**src/rtl/mpc_pkg.sv**
```systemverilog
// package: mailbox command codes, timing constants and carrier types
package mpc_pkg;

   // ----------------------------------------------------------------
   // command codes
   // ----------------------------------------------------------------
   localparam logic [7:0] CMD_CLEAR_ECHO  = 8'h00;
   localparam logic [7:0] CMD_FW_VERSION  = 8'h0E;
   localparam logic [7:0] CMD_HW_VERSION  = 8'h0F;
   localparam logic [7:0] CMD_GEN0_HIGH   = 8'h10;
   localparam logic [7:0] CMD_GEN0_LOW    = 8'h11;
   localparam logic [7:0] CMD_GEN1_HIGH   = 8'h12;
   localparam logic [7:0] CMD_GEN1_LOW    = 8'h13;
   localparam logic [7:0] CMD_GEN0_BURST  = 8'h14;
   localparam logic [7:0] CMD_GEN1_BURST  = 8'h15;
   localparam logic [7:0] CMD_GEN_ENABLE  = 8'h1F;
   localparam logic [7:0] CMD_FILTER_EN   = 8'h20;
   localparam logic [7:0] CMD_MATCH_EN    = 8'h21;
   localparam logic [7:0] CMD_MATCH_VALUE = 8'h22;

   // ----------------------------------------------------------------
   // timing
   // ----------------------------------------------------------------
   localparam int CLK_HZ         = 20_000_000;
   localparam int UNIT_MS        = 100;
   localparam int UNIT_CYCLES    = UNIT_MS * (CLK_HZ / 1000);
   localparam int REFRESH_US     = 100;
   localparam int REFRESH_CYCLES = REFRESH_US * (CLK_HZ / 1_000_000);
   localparam int UNIT_CNT_W     = 24;
   localparam int REFRESH_W      = 12;

   // ----------------------------------------------------------------
   // reset values
   // ----------------------------------------------------------------
   localparam logic [7:0]  RST_BYTE = 8'h00;
   localparam logic [15:0] RST_WORD = 16'h0000;

   // ----------------------------------------------------------------
   // carrier types
   // ----------------------------------------------------------------
   typedef struct packed {
      logic [7:0] reserved;
      logic [7:0] command;
      logic [7:0] paramHigh;
      logic [7:0] paramLow;
   } mpc_out_mbox_t;

   typedef struct packed {
      logic [7:0] inputLevels;
      logic [7:0] echo;
      logic [7:0] resultHigh;
      logic [7:0] resultLow;
   } mpc_in_mbox_t;

   typedef struct packed {
      logic                  enable;
      logic                  highPhase;
      logic [UNIT_CNT_W-1:0] unitCnt;
      logic [15:0]           phaseCnt;
      logic [15:0]           highTime;
      logic [15:0]           lowTime;
      logic [15:0]           burstCount;
      logic [15:0]           burstLeft;
   } mpc_pulse_gen_t;

   typedef struct packed {
      mpc_pulse_gen_t [1:0]  gen;
      logic [7:0]            syncA;
      logic [7:0]            syncB;
      logic [REFRESH_W-1:0]  refreshCnt;
      mpc_in_mbox_t          inMbox;
      logic [7:0]            filterEn;
      logic [7:0]            matchEn;
      logic [7:0]            matchValue;
      logic                  matchHit;
      logic [1:0]            pulseOut;
   } mpc_state_t;

endpackage : mpc_pkg

```
**src/rtl/mpc_command_interp.sv**
```systemverilog
// mailbox command interpreter with two pulse generators and input pattern match
//
// Contract
// RULE1: code 0E returns firmware version, 0F hardware version, high byte in result high.
// RULE2: every accepted command echoes its code and reports current input levels.
// RULE3: codes 10/11 load generator 0 high/low time; 12/13 generator 1.
// RULE4: period value is parameter high byte times 256 plus low byte.
// RULE5: one period unit is 100 ms; waveform period is high plus low time.
// RULE6: codes 14/15 load the 16-bit burst count of generator 0/1.
// RULE7: burst count zero runs continuously; nonzero gives that many cycles.
// RULE8: code 1F enables generator 0 by bit 0, generator 1 by bit 1.
// RULE9: host writes zero to bits 2 to 7 of the enable parameter.
// RULE10: on enable, zero burst runs forever, nonzero emits count cycles then stops.
// RULE11: code 20 sets filter enable of input n from parameter bit n.
// RULE12: code 21 sets pattern match enable of input n from bit n.
// RULE13: code 22 stores parameter low byte as pattern match reference.
// RULE14: match ignores reference bits of inputs whose match enable is clear.
// RULE15: echo takes the command code only once the command is accepted.
// RULE16: reported input levels refresh every 100 us.
// RULE17: code 00 clears the echo byte to zero.
// RULE18: host writes parameters before the code and waits for the echo.
// RULE19: disabled generator output is low; enabled generator starts high.
module mpc_command_interp
   import mpc_pkg::*;
#(
   parameter int          UNIT_CYCLES_P = UNIT_CYCLES,  // clock cycles per period unit
   parameter logic [15:0] FW_VERSION    = 16'h0102,     // arbitrary value
   parameter logic [15:0] HW_VERSION    = 16'h0304      // arbitrary value
)
(
   input  wire logic          clk,           // 20 MHz clock
   input  wire logic          resetn,        // asynchronous reset, active low
   input  wire logic          cmdValid,      // one-cycle strobe: outMbox holds a command
   input  wire mpc_out_mbox_t outMbox,       // outgoing mailbox bytes from the host
   input  wire logic [7:0]    isolatedInput, // input pins, asynchronous
   output mpc_in_mbox_t       inMbox,        // incoming mailbox bytes to the host
   output logic [1:0]         pulseGenOut,   // pulse generator outputs
   output logic [7:0]         filterEnable,  // per-input filter enables
   output logic [7:0]         matchEnable,   // per-input pattern match enables
   output logic [7:0]         matchValue,    // pattern match reference
   output logic               patternMatch   // enabled inputs equal the reference
);

   // ----------------------------------------------------------------
   // state
   // ----------------------------------------------------------------
   localparam logic [UNIT_CNT_W-1:0] UNIT_LAST    = UNIT_CNT_W'(UNIT_CYCLES_P - 1);
   localparam logic [REFRESH_W-1:0]  REFRESH_LAST = REFRESH_W'(REFRESH_CYCLES - 1);

   mpc_state_t state_q;
   mpc_state_t state_d;
   logic       cmdKnown;
   logic [15:0] paramWord;

   assign paramWord = {outMbox.paramHigh, outMbox.paramLow}; // RULE4

   always_comb
   begin
      case (outMbox.command)
         CMD_CLEAR_ECHO, CMD_FW_VERSION, CMD_HW_VERSION, CMD_GEN0_HIGH, CMD_GEN0_LOW,
         CMD_GEN1_HIGH, CMD_GEN1_LOW, CMD_GEN0_BURST, CMD_GEN1_BURST, CMD_GEN_ENABLE,
         CMD_FILTER_EN, CMD_MATCH_EN, CMD_MATCH_VALUE: cmdKnown = 1'b1;
         default:                                       cmdKnown = 1'b0;
      endcase
   end

   // ----------------------------------------------------------------
   // next state
   // ----------------------------------------------------------------
   always_comb
   begin
      logic [15:0] phaseLen;
      phaseLen = RST_WORD;
      state_d  = state_q;

      // input synchroniser and periodic level snapshot
      state_d.syncA = isolatedInput;
      state_d.syncB = state_q.syncA;
      if (state_q.refreshCnt == REFRESH_LAST)
      begin
         state_d.refreshCnt         = '0;
         state_d.inMbox.inputLevels = state_q.syncB; // RULE16 RULE2
      end
      else
      begin
         state_d.refreshCnt = state_q.refreshCnt + REFRESH_W'(1);
      end

      // pulse generators run
      for (int i = 0; i < 2; i++)
      begin
         if (state_q.gen[i].enable)
         begin
            if (state_q.gen[i].unitCnt == UNIT_LAST) // RULE5
            begin
               state_d.gen[i].unitCnt = '0;
               phaseLen = state_q.gen[i].highPhase ? state_q.gen[i].highTime
                                                   : state_q.gen[i].lowTime;
               if ({1'b0, state_q.gen[i].phaseCnt} + 17'h00001 >= {1'b0, phaseLen})
               begin
                  state_d.gen[i].phaseCnt  = RST_WORD;
                  state_d.gen[i].highPhase = !state_q.gen[i].highPhase;
                  // end of a low phase closes one cycle
                  if (!state_q.gen[i].highPhase && state_q.gen[i].burstCount != RST_WORD)
                  begin
                     state_d.gen[i].burstLeft = state_q.gen[i].burstLeft - 16'h0001; // RULE7
                     if (state_q.gen[i].burstLeft <= 16'h0001)
                     begin
                        state_d.gen[i].enable = 1'b0; // RULE10
                     end
                  end
               end
               else
               begin
                  state_d.gen[i].phaseCnt = state_q.gen[i].phaseCnt + 16'h0001;
               end
            end
            else
            begin
               state_d.gen[i].unitCnt = state_q.gen[i].unitCnt + UNIT_CNT_W'(1);
            end
         end
      end

      // command execution
      if (cmdValid && cmdKnown)
      begin
         state_d.inMbox.echo = outMbox.command; // RULE15 RULE2 RULE17
         case (outMbox.command)
            CMD_FW_VERSION:
            begin
               {state_d.inMbox.resultHigh, state_d.inMbox.resultLow} = FW_VERSION; // RULE1
            end
            CMD_HW_VERSION:
            begin
               {state_d.inMbox.resultHigh, state_d.inMbox.resultLow} = HW_VERSION; // RULE1
            end
            CMD_GEN0_HIGH:   state_d.gen[0].highTime   = paramWord; // RULE3
            CMD_GEN0_LOW:    state_d.gen[0].lowTime    = paramWord; // RULE3
            CMD_GEN1_HIGH:   state_d.gen[1].highTime   = paramWord; // RULE3
            CMD_GEN1_LOW:    state_d.gen[1].lowTime    = paramWord; // RULE3
            CMD_GEN0_BURST:  state_d.gen[0].burstCount = paramWord; // RULE6
            CMD_GEN1_BURST:  state_d.gen[1].burstCount = paramWord; // RULE6
            CMD_GEN_ENABLE:
            begin
               for (int i = 0; i < 2; i++)
               begin
                  state_d.gen[i].enable = outMbox.paramLow[i]; // RULE8
                  if (outMbox.paramLow[i])
                  begin
                     state_d.gen[i].highPhase = 1'b1; // RULE19
                     state_d.gen[i].unitCnt   = '0;
                     state_d.gen[i].phaseCnt  = RST_WORD;
                     state_d.gen[i].burstLeft = state_q.gen[i].burstCount; // RULE10
                  end
               end
            end
            CMD_FILTER_EN:   state_d.filterEn   = outMbox.paramLow; // RULE11
            CMD_MATCH_EN:    state_d.matchEn    = outMbox.paramLow; // RULE12
            CMD_MATCH_VALUE: state_d.matchValue = outMbox.paramLow; // RULE13
            default:         state_d.inMbox.echo = outMbox.command;
         endcase
      end

      for (int i = 0; i < 2; i++)
      begin
         state_d.pulseOut[i] = state_d.gen[i].enable & state_d.gen[i].highPhase; // RULE19
      end
      // only enabled inputs take part
      state_d.matchHit = ((state_q.syncB ^ state_q.matchValue) & state_q.matchEn) == 8'h00; // RULE14
   end

   always_ff @(posedge clk or negedge resetn)
   begin
      if (!resetn)
      begin
         state_q <= '0;
      end
      else
      begin
         state_q <= state_d;
      end
   end

   assign inMbox       = state_q.inMbox;
   assign pulseGenOut  = state_q.pulseOut;
   assign filterEnable = state_q.filterEn;
   assign matchEnable  = state_q.matchEn;
   assign matchValue   = state_q.matchValue;
   assign patternMatch = state_q.matchHit;
endmodule : mpc_command_interp

```
**config.mk**
```make
export PLATFORM = sky130hd
export DESIGN_NAME = mpc_command_interp
export DESIGN_NICKNAME = d
export VERILOG_FILES = /design/src/rtl/mpc_pkg.sv /design/src/rtl/mpc_command_interp.sv
export SDC_FILE = /design/constraint.sdc
export NUM_CORES = 1
export LEC_CHECK = 0
export ABC_CLOCK_PERIOD_IN_PS = 11300
export BUFFER_PORTS_ARGS = -buffer_cell sky130_fd_sc_hd__buf_4
export CORE_MARGIN = 3
export CORE_UTILIZATION = 62
export CTS_BUF_LIST = sky130_fd_sc_hd__clkbuf_8
export DETAILED_ROUTE_END_ITERATION = 7
export GPL_ROUTABILITY_DRIVEN = 0
export MAX_ROUTING_LAYER = met4
export PLACE_DENSITY = 0.82
export SKIP_CTS_REPAIR_TIMING = 1
export SYNTH_ARGS = -nofsm -noshare
export SYNTH_HDL_FRONTEND = slang
export SYNTH_SLANG_ARGS = --single-unit
export TNS_END_PERCENT = 50
```
**constraint.sdc**
```tcl
create_clock -name clk -period 11.3 [get_ports clk]
set_clock_uncertainty 0.05 [all_clocks]
set_input_delay 2.26 -clock clk [delete_from_list [all_inputs] [get_ports clk]]
set_output_delay 2.26 -clock clk [all_outputs]
set_load 0.02 [all_outputs]
```
==> results.py, run 1 <==
metrics = {
    "global_routing": {
        "grt_usage_pct": 26.10,
        "grt_pass1_wl_um": 52960,
        "antenna_found_initial": 0,
        "grt_overflow_total": 0,
        "grt_pass1_vias": 10370,
        "grt_max_degree": 142,
    },
    "synth": {
        "synthesis.area_mm2": 0.01449,
        "synthArstFlopShare_pct": 100.0,
        "synthTopCellsByArea": "dfrtp_1, mux2_2, xnor2_1",
        "yosysSeqAreaShare_pct": 49.39,
        "synth-seq-cells": 286,
        "syn_inst": 1321,
        "ys.flop_type": "dfrtp_1",
        "yosys_warnings": 0,
        "synthTopCellsByCount": "dfrtp_1, mux2_2, nand2_1",
        "synth_area_per_cell_um2": 10.97,
        "synth_enable_flop_cells": 0,
        "synth.distinct_cells": 62,
        "synth_top_area_share_pct": 49.39,
        "synth.largest_area_cell": "dfrtp_1",
        "synth.most_common_cell": "dfrtp_1",
    },
    "clock_network": {
        "path_clk_slew_ps": 70,
        "cts_buffers": 46,
        "cts_tree": "yes",
        "htreeDepth": 2,
        "cts_sinks": 286,
        "clock_path_buffers": 3,
        "clock-root-buffer": "clkbuf_8",
        "clock_latency_ps": 580,
    },
    "final_layout": {
        "antenna_cells": 0,
        "fillers": 1557,
        "area_growth_pct": 11.17,
        "drive_above_1_share_pct": 23.55,
        "stdcell_count": 1714,
        "final_nets": 1447,
        "postLayoutCoreUtil_pct": 70.73,
    },
    "critical_path": {
        "crit_type": "in -> reg",
        "start_kind": "primary input",
        "cp.arrival_ps": 5230,
        "required_ps": 11700,
        "end_kind": "flip-flop",
        "cp_max_fo": 16,
        "r2r_setup_slack_ps": 6590,
    },
    "detailed_routing": {
        "antenna_left": 0,
        "drt_pass1_iterations": 5,
        "drt-initial-drc-count": 876,
        "via_count": 10220,
        "vias_per_cell": 5.964,
        "route.detailed.drc": 0,
        "routed_wl_um": 31810,
        "routedWlPerCell_um": 18.56,
    },
    "sta": {
        "hold_viol": 0,
        "tightest_slew_ps": 1174,
        "fin_crit_sh_pct": 42.78,
        "final_max_slew_viol_count": 0,
        "rsz0062_at_grt": "false",
        "fmax_mhz": 206.9,
        "whs_ps": 298.5,
        "max_slew_margin_pct": 21.12,
        "finalSetupTns_ps": 0,
        "fin_crit_ps": 4834,
        "setup_violations": 0,
    },
    "run": {
        "cap_violations": 0,
    },
    "floorplanning": {
        "core_mm2": 0.02278,
        "die_x_um": 158.9,
        "die_y_um": 158.9,
        "die-area_mm2": 0.02524,
        "rows": 55,
        "io_pins": 102,
        "initial_core_util_pct": 63.62,
    },
    "power_and_ir_drop": {
        "ir_worst_vdd_v": 0.0001003,
        "leakage_uw": 0.007501,
        "powerDensity_mw_per_mm2": 144.5,
    },
    "hold_path": {
        "hold_class": "reg -> reg",
    },
    "run_status": {
        "status": "finished clean",
    },
    "placed_design": {
        "dp_hpwl_um": 21020,
        "placed_cells": 1628,
        "portBuffers": 81,
    },
}
==> registers in the layout (all words and copies together), names as in the netlist <==
name / cells
pulseGenOut: 2
patternMatch: 1
matchEnable: 8
inMbox: 19
state_d: 8
state_q: 232
filterEnable: 8
matchValue: 8
==> cell usage in the layout (no fill, tap or decap), types with 5 or more instances in the layout <==
cell type  synthesis  final
a21o_1            13     13
and2_1             5      5
nand2b_1          12     12
mux2i_1           32     32
a211oi_1           7      7
and4_1            12     12
a31oi_1            7      7
buf_4             58     93
nand4_1           25     25
nand3_1           58     58
xor2_1            56     56
nand2_1           97     97
or3_1             20     20
conb_1             1     12
mux2_2           136    136
bufinv_16          0      6
clkbuf_8           0     58
nor3b_1            5      5
nor4_1            19     18
a21oi_1           50     50
o21ai_0           35     35
and3_1            24     24
xnor2_1           63     63
dfrtp_1          286    286
nor3_1            20     20
ha_1              41     41
nor2_1            94     94
or4_1             11     11
nor4b_1            6      6
clkinv_2           0     14
inv_1             12     17
==> final timing paths <==
| kind | startpoint | end | depth (start not counted) |
|---|---|---|---|
| setup / recovery | outMbox[18] | state_q[103] | 8 |
| hold / removal | state_d[75] | state_q[75] | 0 |
| setup reg to reg | state_q[151] | pulseGenOut[0] | 15 |
| hold reg to reg | state_d[75] | state_q[75] | 0 |
| max in group asynchronous | resetn | state_q[175] | 2 |
| min in group asynchronous | resetn | state_q[66] | 1 |
==> per-stage QoR <==
step / instance area (µm²) / total power (µW) / setup slack, ps
after floorplan: 14530 / 1240 / 6549
after global placement: 15020 / 1299 / 6037
after detailed placement: 15020 / 1310 / 5947
after CTS: 16110 / 2344 / 6509
after global routing: 16110 / 2421 / 6210
final: 16110 / 2328 / 6466
==> critical path, cell delays in order <==
cell     delay, ps
buf_4          140
nor2_1         210
nand3_1        150
a21oi_1        200
o31ai_1        110
or4b_1         710
nor4_4        1010
mux2_2         430
==> where the power goes <==
part	switching, µW	internal [µW]	total [µW]
sequential	47.3	1070	1120
clock	427	607	1030
combinational	108	68.5	177
total	583	1740	2330
==> logic make-up after synthesis <==
logic type | after synthesis | share of synthesized area, %
buffers and inverters | 123 | 4.783
AO/OA/AOI/OAI | 150 | 6.614
adder cells (fa/ha/maj) | 41 | 3.540
multiplexers | 168 | 12.78
other | 1 | 0.02588
AND/OR/NAND/NOR | 433 | 15.68
XOR/XNOR | 119 | 7.192
flip-flops | 286 | 49.39
==> per-layer routing <==
metal	GRT usage [%]	wire length, µm	vias to the layer above
li1	-	-	4724
met1	34.98	14130	5115
met2	41.24	14950	329
met3	4.592	2039	55
met4	7.959	686	0
met5	-	0	-
==> area by class of cell <==
class / instances / area (µm²) / area share, %
timing repair buffer: 94 / 713.2 / 4.427
tap: 313 / 391.6 / 2.431
clock inverter: 28 / 295.3 / 1.833
inverter: 12 / 45.04 / 0.2796
multi-input combinational: 923 / 6710 / 41.65
sequential: 286 / 7157 / 44.42
clock buffer: 58 / 798.3 / 4.955
Note: power is estimated with default switching activity, not from simulation.
==> run 2: changes to the inputs <==
--- a/config.mk
+++ b/config.mk
@@ -5,7 +5,8 @@
 export SDC_FILE = /design/constraint.sdc
 export NUM_CORES = 1
 export LEC_CHECK = 0
-export ABC_CLOCK_PERIOD_IN_PS = 11300
+export ABC_AREA = 1
+export ABC_CLOCK_PERIOD_IN_PS = 4950
 export BUFFER_PORTS_ARGS = -buffer_cell sky130_fd_sc_hd__buf_4
 export CORE_MARGIN = 3
 export CORE_UTILIZATION = 62
@@ -13,7 +14,7 @@
 export DETAILED_ROUTE_END_ITERATION = 7
 export GPL_ROUTABILITY_DRIVEN = 0
 export MAX_ROUTING_LAYER = met4
-export PLACE_DENSITY = 0.82
+export PLACE_DENSITY = 0.81
 export SKIP_CTS_REPAIR_TIMING = 1
 export SYNTH_ARGS = -nofsm -noshare
 export SYNTH_HDL_FRONTEND = slang
==> constraint.sdc (replaced) <==
create_clock -name clk -period 4.95 [get_ports clk]
set_clock_uncertainty 0.05 [all_clocks]
set_input_delay 0.99 -clock clk [delete_from_list [all_inputs] [get_ports clk]]
set_output_delay 0.99 -clock clk [all_outputs]
set_load 0.02 [all_outputs]
==> run 2 against run 1 <==
  * Worst hold slack gained 0.87 ps
  * Synthesized area grew 2.3%
  * Combinational power grew 28%
  * Critical path depth grew 11
  * Wire length grew 5.4%
  * Global-route usage grew 0.99 points
  * Utilization shrank 0.17 points
  * Non-clock buffer count shrank 6
  * Flip-flop and latch count is the same
  * Total power grew 100%
  * Sequential share of layout area shrank 0.43 points
  * Cell count grew 30%
  * Largest cell class unchanged
==> results.py, run 2 <==
metrics = {
    "run_status": {
        "status": "finished clean",
    },
    "power_and_ir_drop": {
        "leakage_uw": 0.008260,
        "ir_worst_vdd_v": 0.0002570,
        "powerDensity_mw_per_mm2": 288.2,
        "finalPower_uw": 4688,
    },
    "global_routing": {
        "grt_max_degree": 107,
        "antenna_found_initial": 0,
        "grt_pass1_wl_um": 55980,
        "grt_pass1_vias": 11760,
        "grt_usage_pct": 27.09,
        "grt_overflow_total": 0,
    },
    "synth": {
        "synth_top_family_by_area": "simple AND/OR/NAND/NOR gates",
        "yosysSeqAreaShare_pct": 48.25,
        "synthTopCellsByCount": "nand2_1, dfrtp_1, inv_1",
        "synth_area_per_cell_um2": 8.092,
        "ys.flop_type": "dfrtp_1",
        "syn_inst": 1833,
        "synth.distinct_cells": 47,
        "synthArstFlopShare_pct": 100.0,
        "synthTopCellsByArea": "dfrtp_1, nand2_1, o21ai_0",
        "synth_enable_flop_cells": 0,
        "synth_top_area_share_pct": 48.25,
        "synth_compound_area_share_pct": 8.428,
        "synthesis.area_mm2": 0.01483,
        "yosys_warnings": 0,
        "yosys.area_share.adder_pct": 3.459,
        "synth_xor_area_share_pct": 3.661,
        "synth.most_common_cell": "nand2_1",
        "synth.largest_area_cell": "dfrtp_1",
        "synthMuxAreaShare_pct": 2.025,
        "synth-simple-area-share_pct": 24.46,
        "synth-seq-cells": 286,
    },
    "sta": {
        "fmax_mhz": 247.5,
        "finalSetupTns_ps": 0,
        "rsz0062_at_grt": "false",
        "fin_crit_ps": 4041,
        "fin_crit_sh_pct": 81.64,
        "setup_violations": 0,
        "final_max_slew_viol_count": 0,
        "fin_ws_ps": 908.9,
        "tightest_slew_ps": 1139,
        "hold_viol": 0,
        "max_slew_margin_pct": 24.08,
        "whs_ps": 299.4,
    },
    "critical_path": {
        "cpMostUsedCell": "nand2_1",
        "crit_type": "reg -> reg",
        "crit_path_max_incr_delay_ps": 840,
        "required_ps": 5350,
        "end_kind": "flip-flop",
        "cp.arrival_ps": 4450,
        "crit_slowest_cell": "nor2_1",
        "start_kind": "flip-flop",
        "crit_chain": "ha_1 -> nand2_1 -> nor2_1 -> nand3_1 -> inv_1 -> nand3_1 -> xor2_1 -> ha_1 -> nand2_1 -> inv_1 -> o21ai_0 -> nand2_1 -> nand2_1 -> nand2_1 -> nand2_1 -> nand3_2 -> nor2_1 -> nand3_1 -> o21ai_0",
        "cp_max_fo": 18,
    },
    "final_layout": {
        "layout_common_cells": "nand2_1, dfrtp_1, inv_1",
        "final_common_cell": "nand2_1",
        "final_nets": 1960,
        "largest-register": "state_q",
        "fillers": 1798,
        "area_growth_pct": 9.676,
        "antenna_cells": 0,
        "drive_above_1_share_pct": 9.067,
        "largest_reg_flops": 232,
    },
    "run": {
        "cap_violations": 0,
    },
    "clock_network": {
        "cts_tree": "yes",
        "path_clk_slew_ps": 60,
        "cts_sinks": 286,
        "clock-root-buffer": "clkbuf_8",
        "cts_buffers": 47,
        "clock_path_buffers": 3,
        "clock_latency_ps": 580,
        "htreeDepth": 2,
    },
    "floorplanning": {
        "rows": 55,
        "initial_core_util_pct": 64.34,
        "io_pins": 102,
        "die-area_mm2": 0.02581,
        "die_y_um": 160.7,
        "die_x_um": 160.7,
        "core_mm2": 0.02305,
    },
    "detailed_routing": {
        "antenna_left": 0,
        "drt-initial-drc-count": 1025,
        "vias_per_cell": 5.430,
        "routed_wl_um": 33520,
        "routedWlPerCell_um": 15.09,
        "route.detailed.drc": 0,
        "via_count": 12060,
        "drt_pass1_iterations": 6,
    },
    "hold_path": {
        "hold_class": "reg -> reg",
    },
    "placed_design": {
        "dp_slack_ps": 1008,
        "portBuffers": 81,
        "dp_hpwl_um": 23310,
    },
}
run 2: layout make-up:
class	instances	area (µm²)	share of cell area, %
clock buffer	59	812.0	4.992
clock inverter	22	135.1	0.8307
inverter	213	799.5	4.915
multi-input combinational	1240	6279	38.60
sequential	286	7157	44.00
tap	313	391.6	2.408
timing repair buffer	88	693.2	4.261
run 2: layer usage:
metal  vias to the layer above  share of wire [%]  global-route usage (%)  routed length, µm
met5                         -                  0                       -                  0
met4                         0                2.0                   7.850                667
met3                        52                6.7                   5.236               2262
li1                       5907                  -                       -                  -
met1                      5724                 44                   35.87              14800
met2                       377                 47                   43.01              15790
run 2: cells by family after synthesis:
kind of cell               count (synthesis)
and+or+nand+nor                          858
buffers and inverters                    318
DFF                                      286
AOI/OAI and AO/OA                        237
xor gates and xnor gates                  62
adders and majority gates                 41
muxes                                     30
other                                      1
run 2: power breakdown:
group	leakage, µW	total [µW]	switching [µW]	internal, µW
Sequential	0.00377	2400	25.3	2380
Combinational	0.00394	226	156	70.1
Clock	0.000545	2060	937	1130
Total	0.00826	4690	1120	3570
run 2: critical path, delay by kind of cell (launching register included):
family	cells	cell delay (ps)
compound gates	2	240
xor+xnor	1	280
fa+ha+maj	2	540
buf+inv	2	150
flops	1	450
simple gates	12	2220
run 2: worst paths after layout:
path | from | depth (start not counted) | slack, ps | end
min in group asynchronous | resetn | 1 | 370 | state_q[175]
hold / removal | state_d[77] | 0 | 300 | state_q[77]
setup / recovery | state_q[257] | 19 | 910 | state_q[264]
hold reg to reg | state_d[77] | 0 | 300 | state_q[77]
setup reg to reg | state_q[257] | 19 | 910 | state_q[264]
max in group asynchronous | resetn | 2 | 3410 | state_q[71]
run 2: stage by stage:
stage / util (%) / area [µm²] / cells
2_1_floorplan: - / 14870 / 1844
3_3_place_gp: 66.45 / 15320 / 2140
3_5_place_dp: 66.45 / 15320 / 2140
4_1_cts: 70.56 / 16270 / 2221
5_1_grt: 70.56 / 16270 / 2221
6_report: 70.56 / 16270 / 2221
==> run 3: changes to the inputs <==
--- a/config.mk
+++ b/config.mk
@@ -6,7 +6,7 @@
 export NUM_CORES = 1
 export LEC_CHECK = 0
 export ABC_AREA = 1
-export ABC_CLOCK_PERIOD_IN_PS = 4950
+export ABC_CLOCK_PERIOD_IN_PS = 3900
 export BUFFER_PORTS_ARGS = -buffer_cell sky130_fd_sc_hd__buf_4
 export CORE_MARGIN = 3
 export CORE_UTILIZATION = 62
==> constraint.sdc (replaced) <==
create_clock -name clk -period 3.9 [get_ports clk]
set_clock_uncertainty 0.05 [all_clocks]
set_input_delay 0.78 -clock clk [delete_from_list [all_inputs] [get_ports clk]]
set_output_delay 0.78 -clock clk [all_outputs]
set_load 0.02 [all_outputs]
==> run 3 against run 2 <==
  * Sequential share of layout area down 0.57 points
  * Worst hold slack worse by 140 ps
  * Via count up 1.6%
  * Utilization up 0.92 points
  * Sequential power up 27%
  * Die area unchanged
  * Global-route usage up 0.49 points
  * Highest routed layer unchanged
==> results.py, run 3 (synthesis gave the netlist of run 2 again) <==
metrics = {
    "final_layout": {
        "largest_reg_flops": 232,
        "antenna_cells": 0,
        "fillers": 1755,
        "largest-register": "state_q",
        "postLayoutCellArea_mm2": 0.01648,
        "final_nets": 1975,
        "drive_above_1_share_pct": 10.42,
        "final_common_cell": "nand2_1",
        "area_growth_pct": 11.11,
        "postLayoutCoreUtil_pct": 71.48,
        "layout_common_cells": "nand2_1, dfrtp_1, inv_1",
    },
    "power_and_ir_drop": {
        "finalPower_uw": 6102,
        "ir_worst_vdd_v": 0.0002840,
        "leakage_uw": 0.008353,
        "powerDensity_mw_per_mm2": 370.3,
    },
    "critical_path": {
        "crit_end": "state_q[157]",
        "crit_slowest_cell": "dfrtp_1",
        "rr_startpoint": "state_q[151]",
        "reg2regPathDepth": 19,
        "crit_chain": "nand3_1 -> nor3_2 -> nand3_1 -> nor2_1 -> nand2_1 -> nor2_1 -> nand3_1 -> xor2_1 -> ha_1 -> and3_1 -> nand2_1 -> nor2_1 -> nand2_1 -> nand2_2 -> inv_1 -> nand2_1 -> clkinvlp_4 -> nand3_1 -> o21ai_0",
        "cp.arrival_ps": 4030,
        "end_kind": "flip-flop",
        "cp_max_fo": 10,
        "rr_endpoint": "state_q[157]",
        "required_ps": 4300,
        "start_kind": "flip-flop",
        "r2r_setup_slack_ps": 270,
        "crit_type": "reg -> reg",
        "startpoint": "state_q[151]",
        "crit_path_max_incr_delay_ps": 480,
    },
    "floorplanning": {
        "core_mm2": 0.02305,
        "die_y_um": 160.7,
        "io_pins": 102,
        "die-area_mm2": 0.02581,
        "initial_core_util_pct": 64.34,
        "die_x_um": 160.7,
        "rows": 55,
    },
    "placed_design": {
        "portBuffers": 81,
        "dp_slack_ps": 345.1,
        "dp_hpwl_um": 23780,
        "postPlaceCellArea_mm2": 0.01544,
    },
    "detailed_routing": {
        "drt-initial-drc-count": 952,
        "antenna_left": 0,
        "route.detailed.drc": 0,
        "vias_per_cell": 5.467,
        "routedWlPerCell_um": 15.36,
        "drt_pass1_iterations": 5,
        "routed_wl_um": 34430,
        "via_count": 12260,
    },
    "sta": {
        "final_max_slew_viol_count": 0,
        "tightest_slew_ps": 920.7,
        "setup_violations": 0,
        "fin_crit_ps": 3628,
        "fmax_mhz": 275.7,
        "fin_ws_ps": 272.3,
        "max_slew_margin_pct": 38.47,
        "fin_crit_sh_pct": 93.02,
        "finalSetupTns_ps": 0,
        "hold_viol": 0,
    },
    "clock_network": {
        "cts_sinks": 286,
        "clock-root-buffer": "clkbuf_8",
        "cts_tree": "yes",
        "path_clk_slew_ps": 70,
        "htreeDepth": 2,
        "clock_path_buffers": 3,
        "clock_latency_ps": 610,
        "cts_buffers": 47,
    },
    "global_routing": {
        "grt_usage_pct": 27.58,
        "grt_pass1_wl_um": 57170,
        "grt_pass1_vias": 11820,
        "grt_overflow_total": 0,
        "grt_max_degree": 91,
        "antenna_found_initial": 0,
    },
    "hold_path": {
        "hold_class": "in -> async",
    },
    "run": {
        "cap_violations": 0,
    },
    "run_status": {
        "status": "finished clean",
    },
}
run 3: cell types whose count changed in the layout (fill, tap and decap cells not counted), sizes merged:
cell / change
buf: +14
clkinv: +5
clkbuf: +4
inv: -4
clkinvlp: +2
run 3: area by class of cell:
class	instances	area (µm²)	share of cell area (%)
clock buffers	63	867.1	5.262
repair buffers	102	810.8	4.920
flip-flops and latches	286	7157	43.43
well taps	313	391.6	2.376
repair inverters	1	7.507	0.04555
inverters	213	803.3	4.874
multi-input cells	1240	6294	38.19
clock inverters	24	148.9	0.9035
run 3: metrics by stage:
stage               instances  hold WS, ps
floorplan                1844        281.2
global placement         2154        282.0
detailed placement       2154        284.7
CTS                      2241        171.7
global route             2242        193.5
finish                   2242        161.1
run 3: worst min path at each step:
stage | cells past startpoint | slack (ps) | end
after floorplan | 0 | 280 | state_q[71]
after global placement | 0 | 280 | state_q[72]
after detailed placement | 0 | 280 | state_q[76]
after CTS | 1 | 170 | state_q[131]
after global routing | 1 | 190 | state_q[88]
final | 1 | 160 | state_q[88]
run 3: worst max-delay path, delay by kind of cell (launching register included):
family                   cells  cell delay (ps)
AO/OA/AOI/OAI                1               90
XOR/XNOR                     1              180
adder cells (fa/ha/maj)      1              300
buffers and inverters        2              340
flip-flops                   1              480
AND/OR/NAND/NOR             14             2030
run 3: metal layers:
metal | global-route usage, % | wire length, µm | vias to the layer above
li1 | - | - | 5941
met1 | 36.90 | 15040 | 5835
met2 | 42.68 | 16000 | 399
met3 | 6.087 | 2489 | 82
met4 | 8.245 | 905 | 0
met5 | - | 0 | -
run 3: power by group:
group | internal (µW) | total (µW) | switching [µW] | leakage, µW
Clock | 1520 | 2760 | 1240 | 0.000578
Combinational | 95.3 | 296 | 201 | 0.00400
Sequential | 3010 | 3050 | 32.7 | 0.00377
